## src/hw/dcwd_consts.vh

```
// dcwd_consts.vh: bit positions, telegram codes and reset values for the drive control word decoder
// assumes: included by its bare name from the decoder's design files
`ifndef DCWD_CONSTS_VH
`define DCWD_CONSTS_VH
// =============================================
// control word bit positions
`define DCWD_BIT_RAMP_STOP     0
`define DCWD_BIT_COAST_STOP    1
`define DCWD_BIT_FAST_STOP     2
`define DCWD_BIT_ENABLE_OP     3
`define DCWD_BIT_RAMP_ENABLE   4
`define DCWD_BIT_RAMP_RUN      5
`define DCWD_BIT_SETP_ENABLE   6
`define DCWD_BIT_FAULT_ACK     7
`define DCWD_BIT_HOST_CTRL     10
`define DCWD_BIT_POT_RAISE     13
`define DCWD_BIT_POT_LOWER     14
`define DCWD_BIT_CMD_SET0      15
// =============================================
// telegram selector codes
`define DCWD_TEL_STD           10'h001
`define DCWD_TEL_NAMUR         10'h014
`define DCWD_TEL_PCS           10'h160
`define DCWD_TEL_FREE          10'h3e7
// =============================================
// setpoint scaling: word 16'h4000 equals reference speed
`define DCWD_SCALE_SHIFT       14
// =============================================
// reset values
`define DCWD_RST_WORD          16'h0000
`define DCWD_RST_SPEED         16'h0000
`define DCWD_RST_POT           16'h0000
// word used in place of the bus word while host control is off:
// coast and fast stops released, ramp stop held by bit0 low, nothing switched on
`define DCWD_IDLE_WORD         16'h0006
`endif

```

## src/hw/dcwd_word_reg.v

```verilog
// dcwd_word_reg.v: one received process data word, held in a register
// assumes: same clock as the decoder; load is a one-cycle strobe
`include "dcwd_consts.vh"

module dcwd_word_reg (
    // clock and reset
    input  wire        clk_sys,
    input  wire        reset,
    // load side
    input  wire        load,
    input  wire [15:0] din,
    // held word
    output reg  [15:0] dout
);
    // =============================================
    // storage
    // reload on strobe, clear on reset
    always @(posedge clk_sys) begin
        if (reset) begin
            dout <= `DCWD_RST_WORD;
        end else if (load) begin
            dout <= din;
        end
    end
endmodule // dcwd_word_reg

```

## src/hw/dcwd_decoder.v

```verilog
// dcwd_decoder.v: decodes the cyclic drive control word and speed setpoint word
// assumes: words arrive as a valid-qualified pair from logic on clk_sys;
// selector and source inputs are logic on clk_sys; reference speed is static
`include "dcwd_consts.vh"

module dcwd_decoder (
    // clock and reset
    input  wire               clk_sys,
    input  wire               reset,
    // received process data words
    input  wire               pd_valid,
    input  wire [15:0]        pd_word1,
    input  wire [15:0]        pd_word2,
    // configuration
    input  wire [9:0]         telegram_selector,
    input  wire [15:0]        reference_speed,
    // second sources for stop, acknowledge and host control
    input  wire               coast_stop_source_b,
    input  wire               fast_stop_source_b,
    input  wire               fault_ack_source_b,
    input  wire               fault_ack_source_c,
    input  wire               host_control_source,
    // decoded stop commands and switch-on edge, active high
    output reg                ramp_stop_command,
    output reg                coast_stop_command,
    output reg                fast_stop_command,
    output reg                switch_on_edge,
    // pulse and contactor
    output reg                pulse_enable,
    output reg                contactor_close,
    output reg                ready_for_operation,
    // ramp generator controls
    output reg                ramp_force_zero,
    output reg                ramp_freeze,
    output reg                ramp_input_zero,
    output reg signed [15:0]  ramp_setpoint,
    output reg signed [31:0]  speed_scaled,
    // other decoded commands
    output reg                fault_ack,
    output reg                pot_raise,
    output reg                pot_lower,
    output reg                pot_freeze,
    output reg                command_set_select,
    output reg                host_control_active
);
    // =============================================
    // held words
    wire [15:0] drive_control_word;   // word one of the telegram
    wire [15:0] speed_setpoint_word;  // word two of the telegram

    // both words load on the same valid edge, so the pair never splits
    // and a control word is never applied with a stale setpoint
    // word one always carries the control word in every layout
    dcwd_word_reg u_ctrl (
        .clk_sys (clk_sys),
        .reset   (reset),
        .load    (pd_valid),
        .din     (pd_word1),
        .dout    (drive_control_word)
    );

    // word two carries the setpoint in fixed layouts, and by default in the free one
    dcwd_word_reg u_speed (
        .clk_sys (clk_sys),
        .reset   (reset),
        .load    (pd_valid),
        .din     (pd_word2),
        .dout    (speed_setpoint_word)
    );

    // =============================================
    // telegram decode
    // the selector is a static level, so a plain compare is enough;
    // an unknown code matches none and leaves every optional bit reserved
    wire tel_std;   // telegram 1
    wire tel_namur; // telegram 20
    wire tel_pcs;   // telegram 352
    assign tel_std   = (telegram_selector == `DCWD_TEL_STD);
    assign tel_namur = (telegram_selector == `DCWD_TEL_NAMUR);
    assign tel_pcs   = (telegram_selector == `DCWD_TEL_PCS);

    // =============================================
    // host control gating
    // bus words count only while bit10 and the host source are both high
    // hazard: dropping the gate must not leave old commands in force,
    // so the word is swapped for a safe idle word, not held
    wire host_ok;
    assign host_ok = drive_control_word[`DCWD_BIT_HOST_CTRL] & host_control_source;

    // safe default word while the bus is ignored: coast and fast stops released, ramp stop held, nothing enabled
    // the master is trusted to raise bit10 only after readiness
    wire [15:0] cw;
    assign cw = host_ok ? drive_control_word : `DCWD_IDLE_WORD;
    wire signed [15:0] spd;
    assign spd = host_ok ? speed_setpoint_word : `DCWD_RST_SPEED;

    // =============================================
    // stop sources, each active low
    wire coast_ok;  // high means no coast stop
    wire fast_ok;   // high means no fast stop
    assign coast_ok = cw[`DCWD_BIT_COAST_STOP] & coast_stop_source_b;
    assign fast_ok  = cw[`DCWD_BIT_FAST_STOP]  & fast_stop_source_b;

    // stop priority: coast over fast over ramp
    // at most one stop is reported at a time, so the consumer never
    // has to arbitrate between two ramps while pulses are going off
    wire coast_act;
    wire fast_act;
    wire ramp_act;
    assign coast_act = ~coast_ok;
    assign fast_act  = coast_ok & ~fast_ok;
    assign ramp_act  = coast_ok & fast_ok & ~cw[`DCWD_BIT_RAMP_STOP];

    // =============================================
    // edge detection state
    // the three acknowledge sources share one detector shape,
    // so they are built by one generate loop below
    reg        on_prev_r;      // previous bit0 after gating
    reg        on_armed_r;     // on edge seen, not yet stopped
    wire [2:0] ack_lvl;        // ack levels: bit7, source b, source c
    wire [2:0] ack_edge;       // one rising edge flag per ack source

    wire on_rise;
    wire ack_rise;
    // history starts low, so a word with bit0 high right after reset
    // counts as a switch-on edge; the idle word keeps bit0 low
    assign on_rise  = cw[`DCWD_BIT_RAMP_STOP] & ~on_prev_r;
    // bit7 comes through the host gate, the other two come straight in
    assign ack_lvl  = {fault_ack_source_c,
                       fault_ack_source_b,
                       cw[`DCWD_BIT_FAULT_ACK]};
    // only edges acknowledge, static levels do nothing
    assign ack_rise = |ack_edge;

    // bit0 history for the switch-on edge
    always @(posedge clk_sys) begin
        if (reset) begin
            on_prev_r <= 1'b0;                  // idle level of bit0
        end else begin
            on_prev_r <= cw[`DCWD_BIT_RAMP_STOP];
        end
    end

    // one detector per acknowledge source
    // history resets low, the idle level of every source
    genvar gi;
    generate
        for (gi = 0; gi < 3; gi = gi + 1) begin : g_ack
            reg ack_prev_r;   // level seen on the previous edge
            // remember the level for the next compare
            always @(posedge clk_sys) begin
                if (reset) begin
                    ack_prev_r <= 1'b0;
                end else begin
                    ack_prev_r <= ack_lvl[gi];
                end
            end
            // low then high: one acknowledge request
            assign ack_edge[gi] = ack_lvl[gi] & ~ack_prev_r;
        end
    endgenerate

    // on latch: armed by a rising bit0, dropped by any stop
    // a stop wins over a switch-on edge in the same cycle, so a word
    // that raises bit0 while a stop source is low never arms
    // rearming needs bit0 to go low and high again after the stop
    reg on_armed_nxt;
    always @* begin
        on_armed_nxt = on_armed_r;
        if (coast_act | fast_act | ramp_act) begin
            on_armed_nxt = 1'b0;
        end else if (on_rise) begin
            on_armed_nxt = 1'b1;
        end
    end

    always @(posedge clk_sys) begin
        if (reset) begin
            on_armed_r <= 1'b0;
        end else begin
            on_armed_r <= on_armed_nxt;
        end
    end

    // =============================================
    // potentiometer and command set, reserved unless the telegram gives them
    // in other telegrams bits 13 and 14 read as zero, so the pot stays frozen
    wire pot_en;
    wire up_c;
    wire dn_c;
    assign pot_en = tel_std | tel_pcs;
    assign up_c   = pot_en & cw[`DCWD_BIT_POT_RAISE];
    assign dn_c   = pot_en & cw[`DCWD_BIT_POT_LOWER];

    // setpoint into the ramp: zero unless bit6 is set
    wire signed [15:0] ramp_in;
    assign ramp_in = cw[`DCWD_BIT_SETP_ENABLE] ? spd : `DCWD_RST_SPEED;

    // signed product of setpoint and reference, divided by 16'h4000
    // the reference gets a zero on top so it is never read as negative;
    // 16 by 17 signed bits fit 33 bits, no overflow at full scale
    // after the shift 19 bits remain, sign-extended to the 32-bit output
    // limitation: the low 14 bits are dropped, rounding toward minus infinity
    wire signed [32:0] prod;
    assign prod = spd * $signed({1'b0, reference_speed});

    // =============================================
    // output registers
    // bits 8, 9, 11, 12 are never read, so they touch no state
    // every output is a flip-flop, so the consumer sees no glitch from
    // the gating and priority logic above
    always @(posedge clk_sys) begin
        if (reset) begin
            // reset is a safe state: coast stop held, ramp held at zero,
            // nothing enabled, pot frozen
            ramp_stop_command   <= 1'b0;
            coast_stop_command  <= 1'b1;    // pulses off during reset
            fast_stop_command   <= 1'b0;
            switch_on_edge      <= 1'b0;
            pulse_enable        <= 1'b0;
            contactor_close     <= 1'b0;
            ready_for_operation <= 1'b0;
            // ramp generator held at zero and frozen
            ramp_force_zero     <= 1'b1;
            ramp_freeze         <= 1'b1;
            ramp_input_zero     <= 1'b1;
            ramp_setpoint       <= `DCWD_RST_SPEED;
            speed_scaled        <= 32'h00000000;
            fault_ack           <= 1'b0;
            pot_raise           <= 1'b0;
            pot_lower           <= 1'b0;
            pot_freeze          <= 1'b1;    // neither raise nor lower
            command_set_select  <= 1'b0;    // command set 0
            host_control_active <= 1'b0;    // bus ignored until gated
        end else begin
            // stop commands after priority
            coast_stop_command  <= coast_act;
            fast_stop_command   <= fast_act;
            ramp_stop_command   <= ramp_act;
            switch_on_edge      <= on_rise;
            // contactor closed while armed; any stop, coast, fast or ramp, opens it at once
            contactor_close     <= on_armed_nxt;
            ready_for_operation <= on_armed_nxt;
            // pulses need on, bit3 and no stop; bit3 low keeps ready set
            pulse_enable        <= on_armed_nxt & cw[`DCWD_BIT_ENABLE_OP];
            // ramp generator controls, each active while its bit is low
            // force zero and freeze may both be set; the consumer gives
            // force zero the upper hand
            ramp_force_zero     <= ~cw[`DCWD_BIT_RAMP_ENABLE];
            ramp_freeze         <= ~cw[`DCWD_BIT_RAMP_RUN];
            ramp_input_zero     <= ~cw[`DCWD_BIT_SETP_ENABLE];
            ramp_setpoint       <= ramp_in;
            // scaled speed follows the gated setpoint even when bit6 is low
            speed_scaled        <= {{13{prod[32]}}, prod[32:`DCWD_SCALE_SHIFT]};
            // acknowledge pulse, one cycle per edge
            fault_ack           <= ack_rise;
            // pot: equal levels freeze
            // raise and lower can never both be high at the output
            pot_raise           <= up_c & ~dn_c;
            pot_lower           <= dn_c & ~up_c;
            pot_freeze          <= ~(up_c ^ dn_c);
            command_set_select  <= tel_namur & cw[`DCWD_BIT_CMD_SET0];
            host_control_active <= host_ok;
        end
    end
endmodule // dcwd_decoder

```

## config.mk

```make
export PLATFORM = sky130hd
export DESIGN_NAME = dcwd_decoder
export DESIGN_NICKNAME = d
export VERILOG_FILES = /design/src/hw/dcwd_word_reg.v /design/src/hw/dcwd_decoder.v
export VERILOG_INCLUDE_DIRS = /design/src /design/src/hw
export SDC_FILE = /design/constraint.sdc
export NUM_CORES = 1
export LEC_CHECK = 0
export BUFFER_PORTS_ARGS = -buffer_cell sky130_fd_sc_hd__buf_2
export CORE_ASPECT_RATIO = 1.2
export CORE_MARGIN = 2
export CORE_UTILIZATION = 45
export CTS_CLUSTER_DIAMETER = 80
export DETAILED_ROUTE_END_ITERATION = 12
export PLACE_DENSITY_LB_ADDON = 0.25
export SYNTH_ARGS = -nofsm -noshare
export SYNTH_HDL_FRONTEND = slang
export SYNTH_SLANG_ARGS = --single-unit
export TNS_END_PERCENT = 20
```

## constraint.sdc

```tcl
create_clock -name clk_sys -period 8.8 [get_ports clk_sys]
set_input_delay 1.32 -clock clk_sys [delete_from_list [all_inputs] [get_ports clk_sys]]
set_output_delay 1.32 -clock clk_sys [all_outputs]
set_load 0.02 [all_outputs]
```

* After elaboration in Yosys (flattened, before gate mapping) *
Cells that the tools add are included.

storage, ports and cells
  input port bits = 66
  register bits = 86
  output and inout port bits = 64
  logic and storage cells = 66

operators by class
  muxes and demuxes = 4
  reductions and logical operators = 2
  bitwise logic cells = 33
  multipliers = 1
  equality and inequality tests = 3

operator list
  kind                                                  number
  multiplier 16 x 17 -> 33 bit                          1
  2-to-1 mux 16 bit                                     2
  bitwise AND 1 bit                                     16
  NOT 1 bit                                             13
  equality test 10 x 1 -> 1 bit, second input constant  1
  equality test 10 x 5 -> 1 bit, second input constant  1
  equality test 10 x 9 -> 1 bit, second input constant  1
  OR 1 bit                                              3
  OR reduction 3 bit                                    1
  2-to-1 mux 1 bit                                      2
  OR reduction 2 bit                                    1
  bitwise XOR 1 bit                                     1

* Logic depth before layout (Yosys ltp) *
  depth after elaboration = 9
  gate-level depth with buffers = 26
  mapped depth without buffers = 22

* Hierarchy *
From an unflattened synthesis, not the netlist that was laid out.

unflattened totals
  cell total of the unflattened synthesis = 1316
  area total of the unflattened synthesis = 11776.3 um2

by module, submodules not included
  module         cells each  times used  seq. area each (um2)  area each (um2)
  dcwd_decoder   1212        1           1081.0                10615.2
  dcwd_word_reg  52          2           320.3                 580.6

* Worst setup path before layout *
Ideal clock, no wire load.

  path kind = input port to flip-flop
  start = input host_control_source
  end = register speed_scaled[17]
  buffers on the path = 3
  required time = 8.677 ns
  library setup time = 0.123 ns
  setup slack = 1.531 ns
  stages = 24
  data arrival time = 7.145 ns
  cell sequence = clkbuf_1 > and2_0 > clkbuf_1 > clkbuf_1 > and3_1 > fa_1 > inv_1 > fa_1 > fa_1 > inv_1 > fa_1 > fa_1 > inv_1 > fa_1 > inv_1 > ha_1 > a211oi_1 > o21ai_0 > a21oi_1 > nand3_2 > a21oi_4 > o31ai_4 > a211oi_2 > mux2_1

between the ends
  cells in the longest elaborated chain, start to end = 3

ends and longest elaborated chain
  what                          line                text
  from (decl)                   dcwd_decoder.v:22   input wire host_control_source,
  bitwise AND 1 bit             dcwd_decoder.v:88   assign host_ok = drive_control_word[`DCWD_BIT_HOST_CTRL] & host_control_source;
  2-to-1 mux 16 bit (no line)   --
  multiplier 16 x 17 -> 33 bit  dcwd_decoder.v:205  assign prod = spd * $signed({1'b0, reference_speed});
  to (signal assigned)          dcwd_decoder.v:254  speed_scaled <= {{13{prod[32]}}, prod[32:`DCWD_SCALE_SHIFT]};
  to (decl)                     dcwd_decoder.v:37   output reg signed [31:0] speed_scaled,

Every way passes these cells.
A chain may end at the register's enable or synchronous reset.

* Worst setup path in the final report *
  start = input host_control_source
  end = register, netlist name speed_scaled[18]

between the ends
  cells in the longest elaborated chain, start to end = 3

ends and longest elaborated chain
  what                          line
  bitwise AND 1 bit             dcwd_decoder.v:88
  2-to-1 mux 16 bit (no line)   --
  multiplier 16 x 17 -> 33 bit  dcwd_decoder.v:205

Every way passes these cells.

==> summary.md <==
| Metric | Value |
|---|---|
| Status | completed |
| CP Launch Type | primary input |
| Port Buf Inserts | 125 |
| Hold EP | ramp_force_zero$_SDFF_PP1_ |
| Seq/Total Area, Yosys | ~14% |
| Final Total Pwr | 944 uW |
| Final WL | 27600 um |
| Post-synthesis mux area share | 2.66% |
| Core area | 0.0253 mm2 |
| CTS tree | done |
| Syn nets | 1674 |
| CP top delay family | adder cells |
| Syn avg cell area | 8.91 um2 |
| Switching portion of total power | 29.7% |
| WP buf/inv | 4 |
| Post-layout util | about half |
| GR Util All Layers | 22.3% |
| GR Overflow Total | 0 |
| H-tree levels | 3 |
| Clock buffer depth | 2 |
| Fmax | 0.129 GHz |
| # fillers | approximately 2500 |
| Vias | 8768 |
| Syn. warnings | 0 |
| Antenna violations before repair | 0 |
| Setup TNS | 0 ns |
| CP max-delay cell | nand2_1 |
| R2R Path Start | u_ctrl.dout[10]$_SDFFE_PP0P_ |
| Leak | 7.00 nW |
| FFs w/ async S/R, synth | 0% |
| Yosys top cell by area | fa_1 |
| Post-synth EDFFs | 0 |
| Critical Path End Type | flip-flop |
| Hold Crit Class | reg -> reg |
| Max transition margin | 41.8% |
| Top FF cell, synth | dfxtp_1 |
| Non-Filler Instances | 1694 |
| Clock-pin slew on the worst setup and hold paths | 0.06 ns |
| Post-synthesis compound-gate area fraction | ~5.4% |
| Synth-to-layout area growth | 9.26% |
| Diode count | 0 |
| Flop pwr share | 42.0% |
| Yosys reg bits | 82 |
| Metal3 WL | 1040 um |
| Hold path cells | 1 |
| Endpoints failing hold | 0 |
| Post-place setup slack | between 0.7 and 0.8 ns |
| Die ar. | approximately 0.027 mm2 |
| Drt drc | 0 |
| CP max FO | 19 |
| Met2 wire length | 14700 um |
| CTS Hold Bufs | 0 |
| Post-Synth Simple-Gate Area | approximately 18% |
| Xor and xnor fraction of the mapped netlist area | under 10% |
| P_int | 663 uW |
| Net count, final | between 1500 and 2000 |
| FF-to-FF path depth | 21 |
| Largest family of logic cells by synthesized area | adder cells |
| Netlist Area Pre-Place | about 0.012 mm2 |
| Crit path time final | 7.73 ns |
| First-pass GRT wire length | 46900 um |
| Placer Congestion | 0.844 |
| Vias in the first global route | 9441 |
| Pwr/cell area | 75.0 mW/mm2 |
| Die extent in x | between 150 and 200 um |
| Netlist cell types | 50 |
| FF-to-FF setup slack | 1.65 ns |
| First-pass DRT Iterations | 4 |
| Hold Path Origin | u_ctrl.dout[4]$_SDFFE_PP0P_ |
| Final Cycle Share | 87.8% |
| Clock group share of total power | 41.3% |
| Top layer in use | met4 |
| Final setup violation count | 0 |
| Worst vdd ir | 89.7 uV |
| Least-Margin Pin Slew | between 0.8 and 0.9 ns |
| Multi-input gate area | 0.00855 mm2 |
| Worst r2r dst | speed_scaled[18]$_SDFF_PP0_ |
| Share of cells above drive strength 1 | 12.9% |
| RSZ-0062 raised after global routing | false |
| CP Cell Sequence | buf_2, and2_1, nand2_1, or2_2, fa_1, fa_1, inv_1, fa_1, fa_1, fa_1, inv_1, fa_1, inv_1, ha_1, a21oi_1, nor2_1, nor3_1, o21ai_0, o211ai_1, a311oi_2, o21a_1, o21ba_1 |
| CTS resizes | 0 |
| Routed Antenna Nets | 0 |
| # placed instances | 1678 |
| Synth Instances | between 1000 and 1500 |
| FF/Latch Area | about 0.0016 mm2 |
| Slew Limit Fails | 0 |
| Max Cap Violations | 0 |
| Synth top area share | 33.5% |
| Final Skew | 0.00744 ns |
| WS Path Type | in -> reg |
| Commonest non-fill, non-tap cell in the layout | inv_1 |
| Top cells by area, synth | fa_1 (34%), dfxtp_1 (14%), ha_1 (13%) |
| WL/cell | about 16 um |
| DPL Wire Length | ~22000 um |
| Setup WS post-layout | 1.07 ns |
| Most frequent cells in the layout | inv_1 (258), fa_1 (193), nand2_1 (140) |
| Clock sinks | 82 |
| Adder-cell share of the synthesized area | 46.7% |
| CP Data Required Time | ~9.0 ns |
| Io pins | 130 |
| Largest stage delay, worst path | 0.62 ns |
| Clock latency on the worst-skew pair | between 0.3 and 0.4 ns |
| Largest net degree at the start of global routing | 57 |
| Vias per cell | 5.18 |
| Post-CTS Setup Inserts | 0 |
| Metal1 wirelength | 10700 um |
| Root Buffer | clkbuf_16 |
| Sw Pwr | 281 uW |
| Combinational power share | approximately 17% |
| Die Y | 179 um |
| Starting Density | 45.5% |
| Row Count | 64 |
| Arr. time, crit path | 7.97 ns |
| Initial drt markers | 399 |
| Cell mode on critical path | fa_1 |
| Num CTS Buffers | 9 |
[sequential cells by signal, summed over array words and instances, names as in the netlist, 3 cells and up]
register,flops
speed_scaled,19
g_ack.ack_prev_r,3
u_ctrl.dout,12
ramp_setpoint,16
u_speed.dout,16
[how the worst max path moves through the flow]
stage                   startpoint                     endpoint  slack (ns)  depth (start not counted)
3_3_place_gp   host_control_source  speed_scaled[18]$_SDFF_PP0_        0.83                         22
3_5_place_dp   host_control_source  speed_scaled[18]$_SDFF_PP0_        0.74                         22
6_report       host_control_source  speed_scaled[18]$_SDFF_PP0_        1.07                         22
5_1_grt        host_control_source  speed_scaled[18]$_SDFF_PP0_        0.59                         22
4_1_cts        host_control_source  speed_scaled[18]$_SDFF_PP0_        1.09                         22
2_1_floorplan  host_control_source  speed_scaled[17]$_SDFF_PP0_        1.53                         24
[metal layers]
layer | track usage [%] | vias up
met5 | 0 | -
met4 | 9.71 | 0
met3 | 2.39 | 57
met2 | 41.6 | 205
met1 | 25.8 | 4413
li1 | - | 4093
[logic make-up after synthesis]
family          after synthesis
xor+xnor                     15
mux                          30
flops                        82
compound gates               89
simple gates                422
buf+inv                     342
fa+ha+maj                   314
[layout make-up]
type	count	area share (%)
multi-input combinational	870	67.9
sequential	82	13.0
inverter	258	7.69
timing repair buffer	138	5.74
tap	330	3.28
clock buffer	10	1.82
clock inverter	6	0.576
[synthesized netlist by cell type, drive strengths merged, types with 2 or more instances]
cell    number
a211oi       4
a21o        12
a21oi       34
and2        64
and3        84
buf         17
clkbuf      67
dfxtp       82
fa         193
ha         121
inv        258
mux2         2
mux2i       28
nand2      140
nand3       21
nand4       10
nor2        65
nor2b       11
nor3         9
nor3b        2
nor4         2
o211ai       4
o21a         3
o21ai       20
o21bai       5
o31ai        2
or2         10
xnor2       12
xor2         3
[metrics by stage]
stage	area [um2]	hold WS, ns
3_3_place_gp	12300	0.363
3_5_place_dp	12300	0.368
6_report	12600	0.381
4_1_cts	12600	0.383
5_1_grt	12600	0.398
2_1_floorplan	11500	0.357
[power groups by stage]
stage	Combinational [mW]	Clock, mW	Sequential, mW
3_3_place_gp	0.155	0	0.405
3_5_place_dp	0.157	0	0.405
4_1_cts	0.158	0.398	0.397
5_1_grt	0.176	0.413	0.398
6_report	0.157	0.390	0.397
2_1_floorplan	0.0962	0	0.403
[worst register-to-register path, delay by kind of cell, from the launching register on]
kind / cells / cell delay, ns
buffers and inverters: 3 / 0.14
flip-flops: 1 / 0.56
adder cells (fa/ha/maj): 7 / 3.13
AO/OA/AOI/OAI: 6 / 1.16
AND/OR/NAND/NOR: 5 / 2.05
Note: power is estimated with default switching activity, not from simulation.
